## src/verilog/hts_pkg.sv

```systemverilog
// Constants, register map and types of the handler trigger sequencer
package hts_pkg;
    localparam int unsigned CLK_HZ          = 10_000_000;
    localparam int unsigned TICK_US         = 100;
    localparam int unsigned TICK_CYC        = (CLK_HZ / 1_000_000) * TICK_US;
    localparam int unsigned TRIG_MIN_NS     = 2000;
    localparam int unsigned TRIG_MIN_CYC    =
        (TRIG_MIN_NS * (CLK_HZ / 1_000_000) + 999) / 1000;
    localparam int unsigned SETTLE_FIXED_MS = 300;
    localparam int unsigned ACQ_BASE_US     = 6900;
    localparam int unsigned ACQ_STEP_US     = 3900;
    localparam int unsigned RDC_US          = 2000;
    localparam int unsigned RDC_OC_US       = 2000;
    localparam int unsigned DELAY_MAX_MS    = 1000;

    localparam logic [15:0] SETTLE_FIXED_TK = 16'(SETTLE_FIXED_MS * 1000 / TICK_US);
    localparam logic [15:0] ACQ_BASE_TK     = 16'(ACQ_BASE_US / TICK_US);
    localparam logic [15:0] ACQ_STEP_TK     = 16'(ACQ_STEP_US / TICK_US);
    localparam logic [15:0] RDC_TK          = 16'(RDC_US / TICK_US);
    localparam logic [15:0] RDC_OC_TK       = 16'(RDC_OC_US / TICK_US);
    localparam logic [15:0] DELAY_MAX_TK    = 16'(DELAY_MAX_MS * 1000 / TICK_US);

    localparam logic signed [15:0] LVL_THR_HI = -16'sd1295;
    localparam logic signed [15:0] LVL_THR_LO = -16'sd2295;

    localparam logic [7:0] OFS_CTRL        = 8'h00;
    localparam logic [7:0] OFS_AVG         = 8'h04;
    localparam logic [7:0] OFS_TRIG_DELAY  = 8'h08;
    localparam logic [7:0] OFS_POINT_DELAY = 8'h0C;
    localparam logic [7:0] OFS_LEVEL       = 8'h10;
    localparam logic [7:0] OFS_FREQ_SETTLE = 8'h14;
    localparam logic [7:0] OFS_STATUS      = 8'h18;
    localparam logic [7:0] OFS_INT_STS     = 8'h1C;
    localparam logic [7:0] OFS_INT_MASK    = 8'h20;
    localparam logic [7:0] OFS_CYCLES      = 8'h24;
    localparam logic [7:0] OFS_CMD         = 8'h28;

    localparam int unsigned CTRL_EN_BIT  = 0;
    localparam int unsigned CTRL_RDC_BIT = 1;
    localparam int unsigned CTRL_OC_BIT  = 2;
    localparam logic [2:0]  CTRL_RST     = 3'h1;
    localparam logic [7:0]  AVG_RST      = 8'h01;
    localparam int unsigned IRQ_DONE_BIT = 0;
    localparam int unsigned IRQ_MISS_BIT = 1;
    localparam int unsigned IRQ_XING_BIT = 2;
    localparam int unsigned IRQ_W        = 3;

    typedef enum logic [5:0] {
        ST_IDLE   = 6'b000001,
        ST_SETTLE = 6'b000010,
        ST_TDLY   = 6'b000100,
        ST_PDLY   = 6'b001000,
        ST_RDC    = 6'b010000,
        ST_ACQ    = 6'b100000
    } hts_state_t;
endpackage : hts_pkg

```

## src/verilog/hts_interval_timer.sv

```systemverilog
// Interval timer counting 0.1 ms ticks from a clock divider
`timescale 1ns/1ns
module hts_interval_timer #(
    parameter int unsigned TICK_CYC_P = 1000,
    parameter int unsigned W          = 16
) (
    input  wire logic         ref_clk,
    input  wire logic         rst,
    input  wire logic         start,
    input  wire logic [W-1:0] load,
    input  wire logic         pause,
    output logic              done
);
    localparam int unsigned PW = $clog2(TICK_CYC_P);

    logic [PW-1:0] presc_r;
    logic [W-1:0]  cnt_r;
    logic          run_r;
    logic          done_r;

    assign done = done_r;

    // Pause freezes the divider too, so a stall never shortens an interval
    always_ff @(posedge ref_clk) begin
        if (rst) begin
            presc_r <= '0;
            cnt_r   <= '0;
            run_r   <= 1'b0;
            done_r  <= 1'b0;
        end else begin
            done_r <= 1'b0;
            if (start) begin
                presc_r <= '0;
                cnt_r   <= load;
                run_r   <= 1'b1;
            end else if (run_r && !pause) begin
                if (cnt_r == '0) begin
                    run_r  <= 1'b0;
                    done_r <= 1'b1;
                end else if (presc_r == PW'(TICK_CYC_P - 1)) begin
                    presc_r <= '0;
                    cnt_r   <= cnt_r - 1'b1;
                end else begin
                    presc_r <= presc_r + 1'b1;
                end
            end
        end
    end
endmodule : hts_interval_timer

```

## src/verilog/hts_sequencer.sv

```systemverilog
// Handler trigger measurement sequencer with APB registers
`timescale 1ns/1ns
module hts_sequencer
    import hts_pkg::*;
(
    input  wire logic        ref_clk,
    input  wire logic        rst,
    input  wire logic        psel,
    input  wire logic        penable,
    input  wire logic        pwrite,
    input  wire logic [7:0]  paddr,
    input  wire logic [31:0] pwdata,
    output logic [31:0]      prdata,
    output logic             pready,
    output logic             pslverr,
    input  wire logic        ext_trigger,
    input  wire logic        hold_off,
    output logic             ready_for_trigger,
    output logic             analog_done,
    output logic             cycle_finished_flag,
    output logic             irq
);
    logic [31:0]          prdata_r;
    logic                 pready_r;
    logic                 pslverr_r;
    logic [2:0]           ctrl_r;
    logic [7:0]           avg_r;
    logic [15:0]          tdly_r;
    logic [15:0]          pdly_r;
    logic signed [15:0]   level_r;
    logic signed [15:0]   prev_level_r;
    logic [15:0]          freq_settle_r;
    logic [IRQ_W-1:0]     int_sts_r;
    logic [IRQ_W-1:0]     int_mask_r;
    logic [15:0]          cycles_r;
    logic                 sw_trig_r;
    logic                 irq_r;
    logic [2:0]           trig_sync_r;
    logic                 trig_lvl_r;
    logic [7:0]           trig_hi_cnt_r;
    logic                 hw_trig_r;
    hts_state_t           state_r;
    logic                 tmr_start_r;
    logic [15:0]          tmr_load_r;
    logic                 tmr_done;
    logic                 ready_r;
    logic                 index_r;
    logic                 eom_r;
    logic                 xing_r;
    logic                 miss_evt;
    logic                 done_evt;
    logic                 xing_evt;
    logic                 trig_any;
    logic                 acc_wr;
    logic                 setup_ph;
    logic [IRQ_W-1:0]     int_set;
    logic [IRQ_W-1:0]     int_clr;

    function automatic logic crossed(input logic signed [15:0] a,
                                     input logic signed [15:0] b);
        crossed = ((a > LVL_THR_HI) != (b > LVL_THR_HI)) ||
                  ((a > LVL_THR_LO) != (b > LVL_THR_LO));
    endfunction : crossed

    function automatic logic [15:0] clamp_delay(input logic [31:0] v);
        clamp_delay = (v > 32'(DELAY_MAX_TK)) ? DELAY_MAX_TK : v[15:0];
    endfunction : clamp_delay

    function automatic logic [15:0] acq_ticks(input logic [7:0] avg);
        logic [7:0] steps;
        steps = (avg == 8'h00) ? 8'h00 : avg - 8'h01;
        acq_ticks = 16'(ACQ_BASE_TK + 16'(ACQ_STEP_TK * steps));
    endfunction : acq_ticks

    function automatic logic [15:0] rdc_ticks(input logic oc);
        rdc_ticks = oc ? 16'(RDC_TK + RDC_OC_TK) : RDC_TK;
    endfunction : rdc_ticks

    assign prdata              = prdata_r;
    assign pready              = pready_r;
    assign pslverr             = pslverr_r;
    assign ready_for_trigger   = ready_r;
    assign analog_done         = index_r;
    assign cycle_finished_flag = eom_r;
    assign irq                 = irq_r;

    assign setup_ph = psel && !penable;
    assign acc_wr   = psel && penable && pready_r && pwrite;
    assign trig_any = hw_trig_r || sw_trig_r;

    hts_interval_timer #(
        .TICK_CYC_P (TICK_CYC),
        .W          (16)
    ) u_timer (
        .ref_clk (ref_clk),
        .rst     (rst),
        .start   (tmr_start_r),
        .load    (tmr_load_r),
        .pause   (hold_off),
        .done    (tmr_done)
    );

    // APB: no wait states, answer registered so outputs come from flops
    always_ff @(posedge ref_clk) begin
        if (rst) begin
            pready_r  <= 1'b0;
            pslverr_r <= 1'b0;
            prdata_r  <= 32'h0000_0000;
        end else if (setup_ph) begin
            pready_r  <= 1'b1;
            pslverr_r <= 1'b0;
            prdata_r  <= 32'h0000_0000;
            if (paddr == OFS_CTRL) begin
                prdata_r <= {29'h0, ctrl_r};
            end else if (paddr == OFS_AVG) begin
                prdata_r <= {24'h0, avg_r};
            end else if (paddr == OFS_TRIG_DELAY) begin
                prdata_r <= {16'h0, tdly_r};
            end else if (paddr == OFS_POINT_DELAY) begin
                prdata_r <= {16'h0, pdly_r};
            end else if (paddr == OFS_LEVEL) begin
                prdata_r <= {16'h0, level_r};
            end else if (paddr == OFS_FREQ_SETTLE) begin
                prdata_r <= {16'h0, freq_settle_r};
            end else if (paddr == OFS_STATUS) begin
                prdata_r <= {16'h0, state_r, 6'h0, xing_r, ready_r, eom_r, index_r};
            end else if (paddr == OFS_INT_STS) begin
                prdata_r <= {29'h0, int_sts_r};
            end else if (paddr == OFS_INT_MASK) begin
                prdata_r <= {29'h0, int_mask_r};
            end else if (paddr == OFS_CYCLES) begin
                prdata_r <= {16'h0, cycles_r};
            end else if (paddr == OFS_CMD) begin
                prdata_r <= 32'h0000_0000;
            end else begin
                pslverr_r <= 1'b1;
            end
        end else begin
            pready_r  <= 1'b0;
            pslverr_r <= 1'b0;
        end
    end

    // Configuration registers
    always_ff @(posedge ref_clk) begin
        if (rst) begin
            ctrl_r        <= CTRL_RST;
            avg_r         <= AVG_RST;
            tdly_r        <= 16'h0000;
            pdly_r        <= 16'h0000;
            level_r       <= 16'sh0000;
            freq_settle_r <= 16'h0000;
            int_mask_r    <= '0;
        end else if (acc_wr) begin
            if (paddr == OFS_CTRL) begin
                ctrl_r <= pwdata[2:0];
            end else if (paddr == OFS_AVG) begin
                avg_r <= pwdata[7:0];
            end else if (paddr == OFS_TRIG_DELAY) begin
                tdly_r <= clamp_delay(pwdata);
            end else if (paddr == OFS_POINT_DELAY) begin
                pdly_r <= clamp_delay(pwdata);
            end else if (paddr == OFS_LEVEL) begin
                level_r <= pwdata[15:0];
            end else if (paddr == OFS_FREQ_SETTLE) begin
                freq_settle_r <= pwdata[15:0];
            end else if (paddr == OFS_INT_MASK) begin
                int_mask_r <= pwdata[IRQ_W-1:0];
            end
        end
    end

    // Software trigger is a one-cycle command strobe
    always_ff @(posedge ref_clk) begin
        if (rst) begin
            sw_trig_r <= 1'b0;
        end else begin
            sw_trig_r <= acc_wr && (paddr == OFS_CMD) && pwdata[0];
        end
    end

    // Trigger pin: three flops, level moves only when stages two and three agree
    always_ff @(posedge ref_clk) begin
        if (rst) begin
            trig_sync_r <= 3'h0;
            trig_lvl_r  <= 1'b0;
        end else begin
            trig_sync_r <= {trig_sync_r[1:0], ext_trigger};
            if (trig_sync_r[1] == trig_sync_r[2]) begin
                trig_lvl_r <= trig_sync_r[2];
            end
        end
    end

    // Pulses shorter than the minimum width are rejected as glitches
    always_ff @(posedge ref_clk) begin
        if (rst) begin
            trig_hi_cnt_r <= 8'h00;
            hw_trig_r     <= 1'b0;
        end else begin
            hw_trig_r <= 1'b0;
            if (!trig_lvl_r) begin
                trig_hi_cnt_r <= 8'h00;
            end else if (trig_hi_cnt_r != 8'(TRIG_MIN_CYC)) begin
                trig_hi_cnt_r <= trig_hi_cnt_r + 8'h01;
                if (trig_hi_cnt_r == 8'(TRIG_MIN_CYC - 1)) begin
                    hw_trig_r <= 1'b1;
                end
            end
        end
    end

    assign miss_evt = trig_any && ((state_r != ST_IDLE) || !ctrl_r[CTRL_EN_BIT]);
    assign done_evt = (state_r == ST_ACQ) && tmr_done;
    assign xing_evt = (state_r == ST_IDLE) && trig_any && ctrl_r[CTRL_EN_BIT] &&
                      crossed(prev_level_r, level_r);

    // Measurement cycle; each interval ends only on the timer, never on a bound
    always_ff @(posedge ref_clk) begin
        if (rst) begin
            state_r      <= ST_IDLE;
            tmr_start_r  <= 1'b0;
            tmr_load_r   <= 16'h0000;
            prev_level_r <= 16'sh0000;
            xing_r       <= 1'b0;
            ready_r      <= 1'b1;
            index_r      <= 1'b1;
            eom_r        <= 1'b1;
            cycles_r     <= 16'h0000;
        end else begin
            tmr_start_r <= 1'b0;
            case (state_r)
                ST_IDLE: begin
                    if (trig_any && ctrl_r[CTRL_EN_BIT]) begin
                        ready_r      <= 1'b0;
                        index_r      <= 1'b0;
                        eom_r        <= 1'b0;
                        prev_level_r <= level_r;
                        xing_r       <= xing_evt;
                        tmr_start_r  <= 1'b1;
                        if (xing_evt) begin
                            tmr_load_r <= SETTLE_FIXED_TK;
                        end else begin
                            tmr_load_r <= freq_settle_r;
                        end
                        state_r <= ST_SETTLE;
                    end
                end
                ST_SETTLE: begin
                    if (tmr_done) begin
                        tmr_start_r <= 1'b1;
                        tmr_load_r  <= tdly_r;
                        state_r     <= ST_TDLY;
                    end
                end
                ST_TDLY: begin
                    if (tmr_done) begin
                        tmr_start_r <= 1'b1;
                        tmr_load_r  <= pdly_r;
                        state_r     <= ST_PDLY;
                    end
                end
                ST_PDLY: begin
                    if (tmr_done) begin
                        tmr_start_r <= 1'b1;
                        if (ctrl_r[CTRL_RDC_BIT]) begin
                            tmr_load_r <= rdc_ticks(ctrl_r[CTRL_OC_BIT]);
                            state_r    <= ST_RDC;
                        end else begin
                            tmr_load_r <= acq_ticks(avg_r);
                            state_r    <= ST_ACQ;
                        end
                    end
                end
                ST_RDC: begin
                    if (tmr_done) begin
                        tmr_start_r <= 1'b1;
                        tmr_load_r  <= acq_ticks(avg_r);
                        state_r     <= ST_ACQ;
                    end
                end
                ST_ACQ: begin
                    if (tmr_done) begin
                        index_r  <= 1'b1;
                        eom_r    <= 1'b1;
                        ready_r  <= 1'b1;
                        cycles_r <= cycles_r + 16'h0001;
                        state_r  <= ST_IDLE;
                    end
                end
                default: begin
                    state_r <= ST_IDLE;
                end
            endcase
        end
    end

    assign int_set = {xing_evt, miss_evt, done_evt};
    assign int_clr = (acc_wr && (paddr == OFS_INT_STS)) ? pwdata[IRQ_W-1:0] : '0;

    // Sticky status, set beats a same-cycle write-one clear
    always_ff @(posedge ref_clk) begin
        if (rst) begin
            int_sts_r <= '0;
            irq_r     <= 1'b0;
        end else begin
            int_sts_r <= (int_sts_r & ~int_clr) | int_set;
            irq_r     <= |(((int_sts_r & ~int_clr) | int_set) & int_mask_r);
        end
    end
endmodule : hts_sequencer

```

## config.mk

```make
export PLATFORM = sky130hd
export DESIGN_NAME = hts_sequencer
export DESIGN_NICKNAME = d
export VERILOG_FILES = /design/src/verilog/hts_pkg.sv /design/src/verilog/hts_interval_timer.sv /design/src/verilog/hts_sequencer.sv
export SDC_FILE = /design/constraint.sdc
export NUM_CORES = 1
export LEC_CHECK = 0
export BUFFER_PORTS_ARGS = -buffer_cell sky130_fd_sc_hd__buf_2
export CAP_MARGIN = 25
export CORE_ASPECT_RATIO = 0.75
export CORE_MARGIN = 2
export CORE_UTILIZATION = 55
export CTS_BUF_LIST = sky130_fd_sc_hd__clkbuf_16
export DETAILED_ROUTE_END_ITERATION = 6
export PLACE_DENSITY = 0.79
export SYNTH_ARGS = -nofsm -noshare
export SYNTH_HDL_FRONTEND = slang
export SYNTH_HIERARCHICAL = 1
export SYNTH_SLANG_ARGS = --single-unit
```

## constraint.sdc

```tcl
create_clock -name ref_clk -period 8.06 [get_ports ref_clk]
set_input_delay 0 -clock ref_clk [delete_from_list [all_inputs] [get_ports ref_clk]]
set_output_delay 0 -clock ref_clk [all_outputs]
set_load 0.01 [all_outputs]
```

==> flow_metrics.py <==
metrics = {
    "timing": {
        "worst_slack_ns": 2.574,
        "hold_viol_final": 0,
        "clock.fmax_mhz": 182.3,
        "setup_viol": 0,
        "tightest_slew_ns": 1.027,
        "fin_skew_ns": 0.01686,
        "slew_headroom": 0.3145,
        "post-route-min-period_ns": 5.486,
        "fin_crit_sh": 0.6807,
        "rsz0062_at_grt": "false",
        "tns_ns": 0,
        "maxSlewViolCount": 0,
    },
    "finish": {
        "area_growth_pct": 10.53,
        "final_cells": 1633,
        "drive_above_1_share": 0.1080,
        "nets": 1464,
        "nFillCells": 1667,
        "fin_util": 0.6196,
    },
    "status": {
        "status": "finished with violations",
        "violations": "DRC",
    },
    "route": {
        "drt_iter0_markers": 1588,
        "wl_per_cell_um": 19.60,
        "drc": 19,
        "firstDrtPassIters": 7,
        "avgViaCountPerCell": 6.340,
        "vias": 10350,
        "wl_mm": 32.00,
        "postRouteAntennaNets": 0,
    },
    "run": {
        "maxCapViolCount": 0,
    },
    "worst_setup_path": {
        "cp_max_fo": 8,
        "worst_path_max_delay_cell": "or4_4",
        "critPathMaxStageDelay_ns": 0.59,
        "crit_top_cell": "inv_1",
        "arrival_ns": 5.82,
        "path_class": "reg2reg",
        "startpoint_type": "flip-flop",
        "crit_path_cell_trace": "or4_4 -> nor4b_4 -> nor2_1 -> inv_1 -> fa_1 -> inv_1 -> ha_1 -> inv_1 -> fa_1 -> inv_1 -> fa_1 -> ha_1 -> o21ai_0 -> nor2_1 -> a21o_1 -> a31o_2 -> a2111oi_0 -> nor2_1 -> a22o_1",
        "path_buf_inv": 4,
        "crit_path_end_kind": "flip-flop",
        "cp.required_ns": 8.40,
        "crit_family": "adder cells",
    },
    "hold_path": {
        "hold_path_class": "in2reg",
    },
    "floorplan": {
        "std_cell_rows": 44,
        "die_h_um": 125.7,
        "dieArea_sq_um": 20900,
        "die-width_um": 166.3,
        "core_area_sq_um": 19380,
        "start_util": 0.5606,
        "io-pin-count": 85,
    },
    "yosys": {
        "synth_xor_area_frac": 0.04354,
        "synthTopCellsByArea": "dfxtp_1, a21oi_1, nand2_1, nor2_1, ha_1",
        "ys_seq_area_frac": 0.3649,
        "synthSimpleGateAreaFrac": 0.2491,
        "ys_types": 87,
        "synth_top_family_by_area": "simple AND/OR/NAND/NOR gates",
        "synth-main-ff-cell": "dfxtp_1",
        "yosysTopAreaCell": "dfxtp_1",
        "yosys_warnings": 6,
        "netlist_area_sq_um": 10860,
        "synth_compound_area_frac": 0.1991,
        "yosys.area.top_type_share": 0.3649,
        "synth_edf_count": 0,
        "synth-async-reset-ratio": 0,
        "netlist_instances": 1323,
        "synthMuxAreaShare": 0.02580,
        "synth_seq_cells": 198,
        "synth_fa_ha_area_frac": 0.06565,
        "synthesis.area_per_instance_sq_um": 8.211,
    },
    "power": {
        "ir_drop_mv": 0.1503,
        "p_leak_uw": 0.004552,
        "p_per_area_nw_per_um2": 161.1,
        "power_uw": 1934,
    },
    "placement": {
        "placedCellCount": 1577,
        "hpwl_mm": 22.63,
        "place.gp.congestion": 0.9839,
        "pre_cts_ws_ns": 2.720,
        "portBuffers": 68,
    },
    "global_route": {
        "grt_first_pass_wirelength_mm": 50.78,
        "grt.total_usage": 0.3037,
        "antenna_found_initial": 1,
        "grt_max_degree": 101,
        "grt_pass1_vias": 9335,
        "gr-total-overflow": 0,
    },
    "clock_tree": {
        "cts_tree": "done",
        "hold_buffers": 19,
        "htreeDepth": 4,
        "cts_resized": 0,
        "clockBufferDepth": 2,
        "cts_setup_buffers": 0,
        "clkSlewWorstSetupHoldPaths_ns": 0.08,
        "clockRootBuffer": "clkbuf_16",
        "cts_buffers": 17,
        "clock_sinks": 198,
        "clk-insertion-delay-late_ns": 0.45,
    },
}
-- registers in the layout, indices dropped and copies added, names as in the netlist, 6 cells and up --
name / flops
avg_r: 8
cycles_r: 16
freq_settle_r: 16
level_r: 16
pdly_r: 16
prdata: 16
prev_level_r: 15
state_r: 6
tdly_r: 16
tmr_load_r: 16
trig_hi_cnt_r: 8
u_timer/cnt_r: 16
u_timer/presc_r: 10
-- metal layers --
layer | global-route usage | wire length [um] | vias to the layer above | share of wire
li1 | - | - | 4809 | -
met1 | 0.4401 | 13850 | 4840 | 0.43
met2 | 0.4401 | 13280 | 618 | 0.42
met3 | 0.09239 | 4183 | 86 | 0.13
met4 | 0.07961 | 691 | 0 | 0.022
met5 | 0 | 0 | - | 0
-- cell families (layout without fill, tap and decap cells) --
| family | count (synthesis) | in the layout |
|---|---|---|
| buf+inv | 120 | 161 |
| flops | 198 | 198 |
| compound gates | 327 | 327 |
| other cells | 1 | 17 |
| xor+xnor | 54 | 54 |
| mux | 28 | 28 |
| simple gates | 544 | 544 |
| fa+ha+maj | 51 | 51 |
-- worst min-delay path: cells and delay by family --
kind          cells  cell delay, ns
simple gates      3            0.32
buf+inv           1            0.11
-- layout by cell type, fill, tap and decap left out, types with 33 or more instances in the layout --
| master | count |
|---|---|
| dfxtp_1 | 198 |
| nand2_1 | 167 |
| nor2_1 | 153 |
| a21oi_1 | 126 |
| buf_2 | 67 |
| nand3_1 | 58 |
| o21ai_0 | 45 |
| ha_1 | 41 |
| a211oi_1 | 38 |
| inv_1 | 33 |
-- Yosys cell counts, types with 6 or more instances --
master,number
o21a_1,6
a211oi_1,38
inv_1,32
nand3b_1,8
a2111oi_0,7
a21o_1,9
nand2b_1,9
or3_1,11
nor2_1,154
buf_2,15
fa_1,10
nor3_1,30
buf_4,18
ha_1,41
a22oi_1,9
nor4_1,16
nand3_1,58
clkbuf_1,48
and4_1,8
mux2i_1,28
nor2b_1,17
a21oi_1,126
xnor2_1,32
and3_1,8
a31oi_1,9
nand4_1,12
o21ai_0,45
dfxtp_1,198
a221oi_1,10
nand2_1,167
o221ai_1,13
xor2_1,22
-- final timing paths --
check	endpoint	depth (start not counted)	slack [ns]	from
min reg2reg	trig_sync_r[1]$_SDFF_PP0_	1	0.45	trig_sync_r[0]$_SDFF_PP0_
max reg2reg	tmr_load_r[13]$_SDFFE_PP0P_	19	2.57	avg_r[3]$_SDFFE_PP0P_
min	sw_trig_r$_SDFF_PP0_	4	0.05	paddr[0]
max	tmr_load_r[13]$_SDFFE_PP0P_	19	2.57	avg_r[3]$_SDFFE_PP0P_
-- through the flow --
| step | area [sq um] | hold slack, ns |
|---|---|---|
| global route | 12000 | 0.04990 |
| CTS | 11970 | 0.0004934 |
| floorplan | 10920 | 0.1282 |
| finish | 12010 | 0.04697 |
| detailed placement | 11190 | 0.2121 |
| global placement | 11190 | 0.2123 |
-- power breakdown --
part	total, uW	leakage (uW)	internal (uW)	switching [uW]
clock	866	0.000290	441	424
combinational	87.9	0.00267	26.6	61.3
sequential	980	0.00160	979	1.03
total	1930	0.00455	1450	487
-- final cells by class --
type,instances,area [sq um],area share
Multi-Input combinational cell,1020,6404,0.5333
Timing Repair Buffer,96,604.3,0.05033
Tap cell,253,316.6,0.02637
Antenna cell,1,2.502,0.0002084
Inverter,33,123.9,0.01032
Sequential cell,198,3964,0.3301
Clock buffer,17,425.4,0.03543
Clock inverter,15,166.4,0.01386
No activity file was read; power rests on OpenSTA's default activity.
